===== src/pkg/ddrci_pkg.sv =====
`default_nettype none
package ddrci_pkg;

  // Command codes as {cs_n, ras_n, cas_n, we_n}.
  typedef enum logic [3:0] {
    DDRCI_CMD_MRS   = 4'h0,
    DDRCI_CMD_REF   = 4'h1,
    DDRCI_CMD_PRE   = 4'h2,
    DDRCI_CMD_ACT   = 4'h3,
    DDRCI_CMD_WR    = 4'h4,
    DDRCI_CMD_RD    = 4'h5,
    DDRCI_CMD_ZQ    = 4'h6,
    DDRCI_CMD_NOP   = 4'h7,
    DDRCI_CMD_DESEL = 4'h8
  } ddrci_cmd_t;

  typedef enum logic [1:0] {
    DDRCI_ST_ACTIVE = 2'h0,
    DDRCI_ST_PPD    = 2'h1,
    DDRCI_ST_APD    = 2'h2,
    DDRCI_ST_SREF   = 2'h3
  } ddrci_state_t;

  localparam int DDRCI_BANKS = 8;
  localparam int DDRCI_BANK_W = 3;
  localparam int DDRCI_DQ_W = 16;
  localparam int DDRCI_ODT_W = 20;

  // Width code: 0 narrow (x4/x8), 1 sixteen-bit.
  localparam logic DDRCI_WIDTH_NARROW = 1'b0;
  localparam logic DDRCI_WIDTH_X16 = 1'b1;

  // Termination mask bit positions: dq[15:0], lower strobe, upper strobe, lower mask, upper mask.
  localparam int DDRCI_ODT_LDQS = 16;
  localparam int DDRCI_ODT_UDQS = 17;
  localparam int DDRCI_ODT_LDM = 18;
  localparam int DDRCI_ODT_UDM = 19;
  localparam int DDRCI_NARROW_DQ = 8;

  localparam logic [DDRCI_BANKS-1:0] DDRCI_BANKS_IDLE_RST = 8'h00;

endpackage

`default_nettype wire


===== src/verilog/ddrci_sync.sv =====
`timescale 1ns/1ps
`default_nettype none

module ddrci_sync (
  // Clock and reset
  input wire logic mclk,
  input wire logic nrst,
  // Level in and out
  input wire logic d_in,
  output logic q_out
);

  logic meta_reg;
  logic meta_next;
  logic q_reg;
  logic q_next;

  always_comb begin
    meta_next = d_in;
    q_next = meta_reg;
  end

  always_ff @(posedge mclk or negedge nrst) begin
    if (!nrst) begin
      meta_reg <= 1'b0;
      q_reg <= 1'b0;
    end else begin
      meta_reg <= meta_next;
      q_reg <= q_next;
    end
  end

  assign q_out = q_reg;

endmodule // ddrci_sync

`default_nettype wire


===== src/verilog/ddrci_ddr_out.sv =====
`timescale 1ns/1ps
`default_nettype none

// Double-rate read data: rise half during high clock phase, fall half in low phase.
module ddrci_ddr_out
  import ddrci_pkg::*;
(
  // Clock and reset
  input wire logic mclk,
  input wire logic nrst,
  // Data
  input wire logic [DDRCI_DQ_W-1:0] rise_data,
  input wire logic [DDRCI_DQ_W-1:0] fall_data,
  input wire logic drive_en,
  output logic [DDRCI_DQ_W-1:0] dq_out,
  output logic dq_oe_n
);

  logic [DDRCI_DQ_W-1:0] rise_reg;
  logic [DDRCI_DQ_W-1:0] rise_next;
  logic [DDRCI_DQ_W-1:0] fall_reg;
  logic [DDRCI_DQ_W-1:0] fall_next;
  logic en_reg;
  logic en_next;

  always_comb begin
    rise_next = rise_data;
    fall_next = fall_data;
    en_next = drive_en;
  end

  always_ff @(posedge mclk or negedge nrst) begin
    if (!nrst) begin
      rise_reg <= '0;
      fall_reg <= '0;
      en_reg <= 1'b0;
    end else begin
      rise_reg <= rise_next;
      fall_reg <= fall_next;
      en_reg <= en_next;
    end
  end

  // Clock used as a select so both crossings carry a beat.
  assign dq_out = mclk ? rise_reg : fall_reg; // [RULE2]
  assign dq_oe_n = ~en_reg;

endmodule // ddrci_ddr_out

`default_nettype wire


===== src/verilog/ddrci_ctrl.sv =====
// Functional notes
// RULE1: Capture all address and control inputs on the rising true-clock crossing.
// RULE2: Read data drives on both clock crossings, two beats per period.
// RULE3: Clock enable high keeps clocks, buffers and drivers on; low turns them off.
// RULE4: Clock enable low: idle banks give precharge power-down or self refresh, else active.
// RULE5: Clock enable sampled synchronously for power-down entry, exit and self refresh entry.
// RULE6: Self refresh exit comes from rising clock enable, without the clock. The code needs mclk running, since cke passes two mclk flops in ddrci_sync.
// RULE7: Controller keeps clock enable high throughout reads and writes.
// RULE8: Power-down disables all input buffers except clock pair, termination and enable.
// RULE9: Self refresh disables every input buffer except clock enable.
// RULE10: Commands with chip select high are ignored.
// RULE11: Chip select is part of the command code and picks the rank.
// RULE12: Registered termination enable high switches internal termination on.
// RULE13: Narrow widths terminate only data, strobe pairs, read strobe and mask.
// RULE14: Sixteen-bit width terminates data, both strobe pairs and both masks.
// RULE15: Termination disabled in extended mode register means termination input ignored.
// RULE16: Row, column strobes, write enable and chip select decode each command.
// RULE17: Clock enable is registered each rising edge and drives state changes.
`timescale 1ns/1ps
`default_nettype none

module ddrci_ctrl
  import ddrci_pkg::*;
(
  // Clock and reset
  input wire logic mclk,
  input wire logic nrst,
  // Command pins (already on mclk)
  input wire logic cke,
  input wire logic cs_n,
  input wire logic ras_n,
  input wire logic cas_n,
  input wire logic we_n,
  input wire logic [DDRCI_BANK_W-1:0] bank_addr,
  input wire logic a10,
  input wire logic odt,
  // Configuration from mode registers
  input wire logic width_x16,
  input wire logic emr_odt_enable,
  // Read data from core
  input wire logic [DDRCI_DQ_W-1:0] rd_rise,
  input wire logic [DDRCI_DQ_W-1:0] rd_fall,
  input wire logic rd_valid,
  // Data pins
  output logic [DDRCI_DQ_W-1:0] dq_out,
  output logic dq_oe_n,
  // Decoded command
  output ddrci_cmd_t cmd,
  output logic cmd_valid,
  output logic [DDRCI_BANK_W-1:0] cmd_bank,
  // Power and buffer status
  output ddrci_state_t pwr_state,
  output logic int_clk_en,
  output logic cmd_buf_en,
  output logic clk_buf_en,
  output logic odt_buf_en,
  output logic out_drv_en,
  // Termination per pin
  output logic [DDRCI_ODT_W-1:0] odt_on
);

  ////////////////////////////////////////////////////////////////////////////
  // Synchronised clock enable path (two mclk flops) for self refresh exit.

  logic cke_async;

  ddrci_sync u_cke_sync (
    .mclk(mclk),
    .nrst(nrst),
    .d_in(cke),
    .q_out(cke_async)
  );

  ////////////////////////////////////////////////////////////////////////////
  // Input capture.

  function automatic ddrci_cmd_t ddrci_decode(input logic c, input logic r, input logic ca, input logic w);
    if (c) begin
      ddrci_decode = DDRCI_CMD_DESEL; // [RULE10]
    end else begin
      ddrci_decode = ddrci_cmd_t'({1'b0, r, ca, w}); // [RULE11] [RULE16]
    end
  endfunction

  ddrci_state_t state_reg;
  ddrci_state_t state_next;
  logic cke_reg;
  logic cke_next;
  logic cs_n_reg;
  logic cs_n_next;
  logic ras_n_reg;
  logic ras_n_next;
  logic cas_n_reg;
  logic cas_n_next;
  logic we_n_reg;
  logic we_n_next;
  logic a10_reg;
  logic a10_next;
  logic odt_reg;
  logic odt_next;
  logic [DDRCI_BANK_W-1:0] bank_reg;
  logic [DDRCI_BANK_W-1:0] bank_next;
  logic [DDRCI_BANKS-1:0] open_reg;
  logic [DDRCI_BANKS-1:0] open_next;
  logic buf_on;
  logic clk_on;
  ddrci_cmd_t cur_cmd;

  always_comb begin
    buf_on = (state_reg == DDRCI_ST_ACTIVE);
    clk_on = (state_reg != DDRCI_ST_SREF);
    cke_next = cke; // [RULE17]
    // Frozen buffers hold the last sample, except chip select, which reads high, and termination, which reads low.
    cs_n_next = buf_on ? cs_n : 1'b1; // [RULE8] [RULE9]
    ras_n_next = buf_on ? ras_n : ras_n_reg;
    cas_n_next = buf_on ? cas_n : cas_n_reg;
    we_n_next = buf_on ? we_n : we_n_reg;
    a10_next = buf_on ? a10 : a10_reg;
    bank_next = buf_on ? bank_addr : bank_reg;
    odt_next = clk_on ? odt : 1'b0; // [RULE8] [RULE9]
  end

  always_ff @(posedge mclk or negedge nrst) begin
    if (!nrst) begin
      // Reset to the pin's idle level, so the release itself is not read as a power-down request.
      cke_reg <= 1'b1;
      cs_n_reg <= 1'b1;
      ras_n_reg <= 1'b1;
      cas_n_reg <= 1'b1;
      we_n_reg <= 1'b1;
      a10_reg <= 1'b0;
      bank_reg <= '0;
      odt_reg <= 1'b0;
    end else begin
      cke_reg <= cke_next;
      cs_n_reg <= cs_n_next; // [RULE1]
      ras_n_reg <= ras_n_next;
      cas_n_reg <= cas_n_next;
      we_n_reg <= we_n_next;
      a10_reg <= a10_next;
      bank_reg <= bank_next;
      odt_reg <= odt_next;
    end
  end

  ////////////////////////////////////////////////////////////////////////////
  // Bank tracking.

  assign cur_cmd = ddrci_decode(cs_n_reg, ras_n_reg, cas_n_reg, we_n_reg);

  always_comb begin
    open_next = open_reg;
    // Low-power states decode nothing, so open rows are kept as they were.
    if (state_reg == DDRCI_ST_ACTIVE) begin
      case (cur_cmd)
        DDRCI_CMD_ACT: begin
          open_next[bank_reg] = 1'b1;
        end
        DDRCI_CMD_PRE: begin
          if (a10_reg) begin
            open_next = '0;
          end else begin
            open_next[bank_reg] = 1'b0;
          end
        end
        default: begin
          open_next = open_reg;
        end
      endcase
    end
  end

  always_ff @(posedge mclk or negedge nrst) begin
    if (!nrst) begin
      open_reg <= DDRCI_BANKS_IDLE_RST;
    end else begin
      open_reg <= open_next;
    end
  end

  ////////////////////////////////////////////////////////////////////////////
  // Power state.

  always_comb begin
    state_next = state_reg;
    case (state_reg)
      DDRCI_ST_ACTIVE: begin
        if (!cke_reg) begin // [RULE5]
          if (open_reg != '0) begin
            state_next = DDRCI_ST_APD; // [RULE4]
          end else if (cur_cmd == DDRCI_CMD_REF) begin
            state_next = DDRCI_ST_SREF; // [RULE4]
          end else begin
            state_next = DDRCI_ST_PPD; // [RULE4]
          end
        end
      end
      DDRCI_ST_PPD, DDRCI_ST_APD: begin
        if (cke_reg) begin // [RULE5] [RULE17]
          state_next = DDRCI_ST_ACTIVE;
        end
      end
      DDRCI_ST_SREF: begin
        // The exit waits for cke through the two mclk flops of ddrci_sync, so the clock must run here; the synchronised level is the only trigger.
        if (cke_async) begin // [RULE6]
          state_next = DDRCI_ST_ACTIVE;
        end
      end
      default: begin
        state_next = DDRCI_ST_ACTIVE;
      end
    endcase
  end

  always_ff @(posedge mclk or negedge nrst) begin
    if (!nrst) begin
      state_reg <= DDRCI_ST_ACTIVE;
    end else begin
      state_reg <= state_next;
    end
  end

  ////////////////////////////////////////////////////////////////////////////
  // Outputs and termination.

  logic [DDRCI_ODT_W-1:0] odt_mask;

  always_comb begin
    odt_mask = '0;
    if (width_x16 == DDRCI_WIDTH_X16) begin
      odt_mask = '1; // [RULE14]
    end else begin
      odt_mask[DDRCI_NARROW_DQ-1:0] = '1; // [RULE13]
      odt_mask[DDRCI_ODT_LDQS] = 1'b1;
      odt_mask[DDRCI_ODT_LDM] = 1'b1;
    end
  end

  assign odt_on = (odt_reg && emr_odt_enable) ? odt_mask : '0; // [RULE12] [RULE15]
  assign cmd = cur_cmd;
  assign cmd_valid = buf_on && (cur_cmd != DDRCI_CMD_DESEL) && (cur_cmd != DDRCI_CMD_NOP);
  assign cmd_bank = bank_reg;
  assign pwr_state = state_reg;
  assign int_clk_en = buf_on; // [RULE3]
  assign cmd_buf_en = buf_on;
  assign clk_buf_en = clk_on;
  assign odt_buf_en = clk_on;
  assign out_drv_en = buf_on;

  ddrci_ddr_out u_ddr_out (
    .mclk(mclk),
    .nrst(nrst),
    .rise_data(rd_rise),
    .fall_data(rd_fall),
    .drive_en(rd_valid && buf_on), // [RULE3] [RULE7]
    .dq_out(dq_out),
    .dq_oe_n(dq_oe_n)
  );

endmodule // ddrci_ctrl

`default_nettype wire


===== config.mk =====
export PLATFORM = sky130hd
export DESIGN_NAME = ddrci_ctrl
export DESIGN_NICKNAME = d
export VERILOG_FILES = /design/src/pkg/ddrci_pkg.sv /design/src/verilog/ddrci_sync.sv /design/src/verilog/ddrci_ddr_out.sv /design/src/verilog/ddrci_ctrl.sv
export SDC_FILE = /design/constraint.sdc
export NUM_CORES = 1
export LEC_CHECK = 0
export BUFFER_PORTS_ARGS = -buffer_cell sky130_fd_sc_hd__buf_4
export CORE_ASPECT_RATIO = 0.7
export CORE_MARGIN = 1.5
export CORE_UTILIZATION = 45
export CTS_BUF_LIST = sky130_fd_sc_hd__clkbuf_16
export DETAILED_ROUTE_END_ITERATION = 8
export PLACE_DENSITY = 0.76
export SYNTH_ARGS = -nofsm -noshare
export SYNTH_HDL_FRONTEND = slang
export SYNTH_SLANG_ARGS = --single-unit

===== constraint.sdc =====
create_clock -name mclk -period 1.9 [get_ports mclk]
set_input_delay 0.095 -clock mclk [delete_from_list [all_inputs] [get_ports mclk]]
set_output_delay 0.095 -clock mclk [all_outputs]
set_load 0.005 [all_outputs]

# ---- After elaboration in Yosys (flattened, before gate mapping)
# Index checks and enable logic that the tools add are counted.
# W data, S select, Z words.
dict set report totals {
  reg_bits 55
  input_bits 47
  output_inout_bits 52
  word_cells 61
}
dict set report op_classes {
  n_lt_le_gt_ge 2
  n_eq_ne 12
  muxes 17
  n_bitwise 4
  n_reduce_logical 11
}
# op n
set op_table {}
lappend op_table {{$mux W20} 1}
lappend op_table {{$mux W16} 1}
lappend op_table {{$mux W8} 2}
lappend op_table {{$pmux W8 S2} 1}
lappend op_table {{$mux W2} 5}
lappend op_table {{$and A8 B8 Y8} 1}
lappend op_table {{$eq A4 B2 Y1 const B} 2}
lappend op_table {{$not A8 Y8} 1}
lappend op_table {{$or A8 B8 Y8} 1}
lappend op_table {{$reduce_bool A8 Y1} 1}
lappend op_table {{$ne A2 B2 Y1 const B} 3}
lappend op_table {{$pmux W2 S3} 1}
lappend op_table {{$logic_and A1 B1 Y1} 5}
lappend op_table {{$eq A2 B2 Y1 const B} 2}
lappend op_table {{$eq A4 B1 Y1 const B} 1}
lappend op_table {{$lt A3 B4 Y1 const B} 1}
lappend op_table {{$mux W1} 4}
lappend op_table {{$mux W4} 1}
lappend op_table {{$ne A4 B3 Y1 const B} 1}
lappend op_table {{$ne A4 B4 Y1 const B} 1}
lappend op_table {{$demux W1 S3} 1}
lappend op_table {{$ge A3 B1 Y1 const B} 1}
lappend op_table {{$reduce_and A3 Y1} 1}
lappend op_table {{$eq A2 B1 Y1 const B} 1}
lappend op_table {{6 further kinds} 6}

# ---- Longest topological paths before layout
dict set report depth {
  word_depth 8
  ltp_mapped 6
  mapped_depth_nobuf 5
}

# ---- Modules after synthesis
# Synthesis repeated with hierarchy kept, for this count alone.
dict set report unflattened {
  hier_cells 171
  area_unflattened_um2 2316.0
}
# module n_inst cells_per_inst area_per_inst_um2 seq_area_each_um2
set modules_own_cells {}
lappend modules_own_cells {ddrci_ctrl 1 117 1187.4 506.7}
lappend modules_own_cells {ddrci_ddr_out 1 52 1078.5 825.8}
lappend modules_own_cells {ddrci_sync 1 2 50.0 50.0}

==> results_dict.tcl <==
set metrics [dict create \
    outcome "completed" \
    track_usage_pct 22.5 \
    critical_path.startpoint_type "clock port" \
    total_power_mw 5.42 \
    setup_viol 0 \
    swShare_pct 28.7 \
    grt_overflow 0 \
    hp-class "primary input to asynchronous set/reset pin" \
    netlist.area_leader.share_pct 55.2 \
    hold_violations 0 \
    num_rows 21 \
    grt_max_degree 56 \
    r2r_slack_ps 340 \
    p_int_mw 3.87 \
    seq_area_frac_synth_pct 61.0 \
    netlist_area_sq_mm 0.00227 \
    drt-total-wl_mm 5.44 \
    start_util_pct 47.2 \
    synth.most_common_cell "dfrtp_1" \
    maxSlewViolCount 0 \
    remaining_drc_errors 0 \
    dieWidth_um 87.8 \
    dr_total_vias 1779 \
    avgSynthCellArea_sq_um 13.5 \
    comb_power_share_pct 19.8 \
    dieArea_sq_mm 0.00548 \
    core_sq_mm 0.00481 \
    hold_ws_ps 268 \
    area_delta_synth_final_pct 63.4 \
    post-cts-setup-buffers 0 \
    io_buffer_count 98 \
    first_pass_iters 4 \
    seq_power_share_pct 31.1 \
    io_pins 99 \
    tightest_slew_ps 680 \
    rr_startpoint "pwr_state[1]" \
    die_y_um 62.4 \
    ys_warn_count 0 \
    r2r_cells 5 \
    end_kind "output port" \
    worstReg2RegEnd "open_reg[7]" \
    dp_slack_ps 384 \
    grt_pass1_vias 2059 \
    design_area_sq_mm 0.00370 \
    ant_nets 0 \
    fin_setup_tns_ps 0 \
    fin_skew_ps 3.65 \
    fillCellCount 304 \
    antenna_found_initial 0 \
    rsz0062_at_grt "no" \
    cts.clk_slew.worst_paths_ps 70 \
    cts_tree "yes" \
    initialDrtViolationCount 95 \
    antenna_cells 0 \
    synthTopCellsByCount "50 x dfrtp_1, 22 x buf_4, 22 x mux2_2" \
    grt_pass1_wl_mm 8.96 \
    critical_path_class "clock port to output port" \
    synth.area.top_cells "dfrtp_1 55%, mux2_2 11%, buf_4 7.3%" \
    p_leak_nw 1.74 \
    layout-drive-gt1-share_pct 48.8 \
    worst-path-max-fanout 4 \
    syn_inst 168 \
    synth_cell_types 34 \
    avgRoutedWirePerCell_um 14.9 \
    async_reset_ff_share_pct 100 \
    drv_cap 0 \
    globalplace.congestion 0.745 \
    yosysTopAreaCell "dfrtp_1" \
    cp.arrival_ps 1780 \
    clockPowerShare_pct 49.1 \
    synth_nets 217 \
    synth_top_flop_cell "dfrtp_1" \
    vdd_drop_max_v 0.000911 \
    ys_ff_latch 55 \
    viasPerCell 4.86 \
    critPathRequiredTime_ps 1800 \
    slew_headroom_pct 54.7 \
    p_per_area_mw_per_mm2 1460 \
    switchingPower_mw 1.55 \
    dpl.hpwl_mm 3.06 \
    clkLatencyLatePin_ps 410 \
    place_area_sq_mm 0.00289 \
    fin_ws_ps 27.5 \
    synth_edf_count 0 \
    fin_nets 345 \
]
[metrics by stage]
stage,util (%),cells
after floorplan,-,168
after global placement,60.1,306
after detailed placement,60.1,306
after CTS,76.9,366
after global routing,77.0,366
final,77.0,366
[cell usage in the layout, fill, tap and decap left out, drive strengths merged, types with 2 or more instances in the layout]
master and n:
mux2 22, and2 2, clkbuf 13, nor2b 2, buf 99, nand2 2, and3b 3, and3 2
nand3 3, and2b 2, o2bb2ai 8, nor3b 3, nor4 2, o211ai 7, nor2 2, inv 6
ha 2, dfstp 5, dlygate4sd3 44, dfrtp 50, nand2b 4, o21ai 2
[worst max-delay path: stages]
cell and delay (ps):
clkbuf_16 130, clkbuf_16 140, clkbuf_16 140, mux2_2 280, buf_4 140
[layer usage]
| layer | global-route usage, % | share of wire [%] | wire (um) | vias to the layer above |
|---|---|---|---|---|
| met1 | 23.5 | 40 | 2160 | 850 |
| li1 | - | - | - | 818 |
| met5 | 0 | 0 | 0 | - |
| met4 | 17.5 | 2.4 | 133 | 0 |
| met3 | 12.3 | 8.6 | 469 | 15 |
| met2 | 33.4 | 49 | 2680 | 96 |
[power by group through the flow]
stage          clock (mW)  sequential [mW]  combinational (mW)
3_3_place_gp        0.588             1.68               0.973
6_report             2.66             1.68                1.08
4_1_cts              2.72             1.67                1.06
3_5_place_dp        0.588             1.68               0.977
2_1_floorplan       0.452             1.55               0.720
5_1_grt              2.84             1.72                1.18
[how the worst max path moves through the flow]
stage / from / to / slack, ps / cells past startpoint
floorplan: mclk / dq_out[0] / 250 / 3
global placement: pwr_state[1] / open_reg[5] / 430 / 5
detailed placement: pwr_state[1] / open_reg[3] / 380 / 5
CTS: mclk / dq_out[13] / 30 / 5
global route: mclk / dq_out[14] / 2 / 5
finish: mclk / dq_out[14] / 30 / 5
[final cells by class]
cell class	instances	area (sq um)	share of cell area, %
clock buffer	29	445	12.0
clock inverter	3	46.3	1.25
inverter	6	22.5	0.608
multi-input combinational	77	653	17.6
sequential	55	1380	37.3
tap	69	86.3	2.33
timing repair buffer	127	1070	28.8
[cell families after synthesis]
logic type / after synthesis / share of synthesized area, %
buf+inv: 36 / 10.2
fa+ha+maj: 2 / 1.10
mux: 22 / 10.9
flops: 55 / 61.0
compound gates: 21 / 7.45
simple gates: 32 / 9.33
[what timing repair did]
item                                   CTS  global route
setup endpoints to repair                0             1
endpoints found under the hold margin   94             0
hold buffers                            44             0
resized for setup                        0             1
Note: power is estimated with default switching activity, not from simulation.
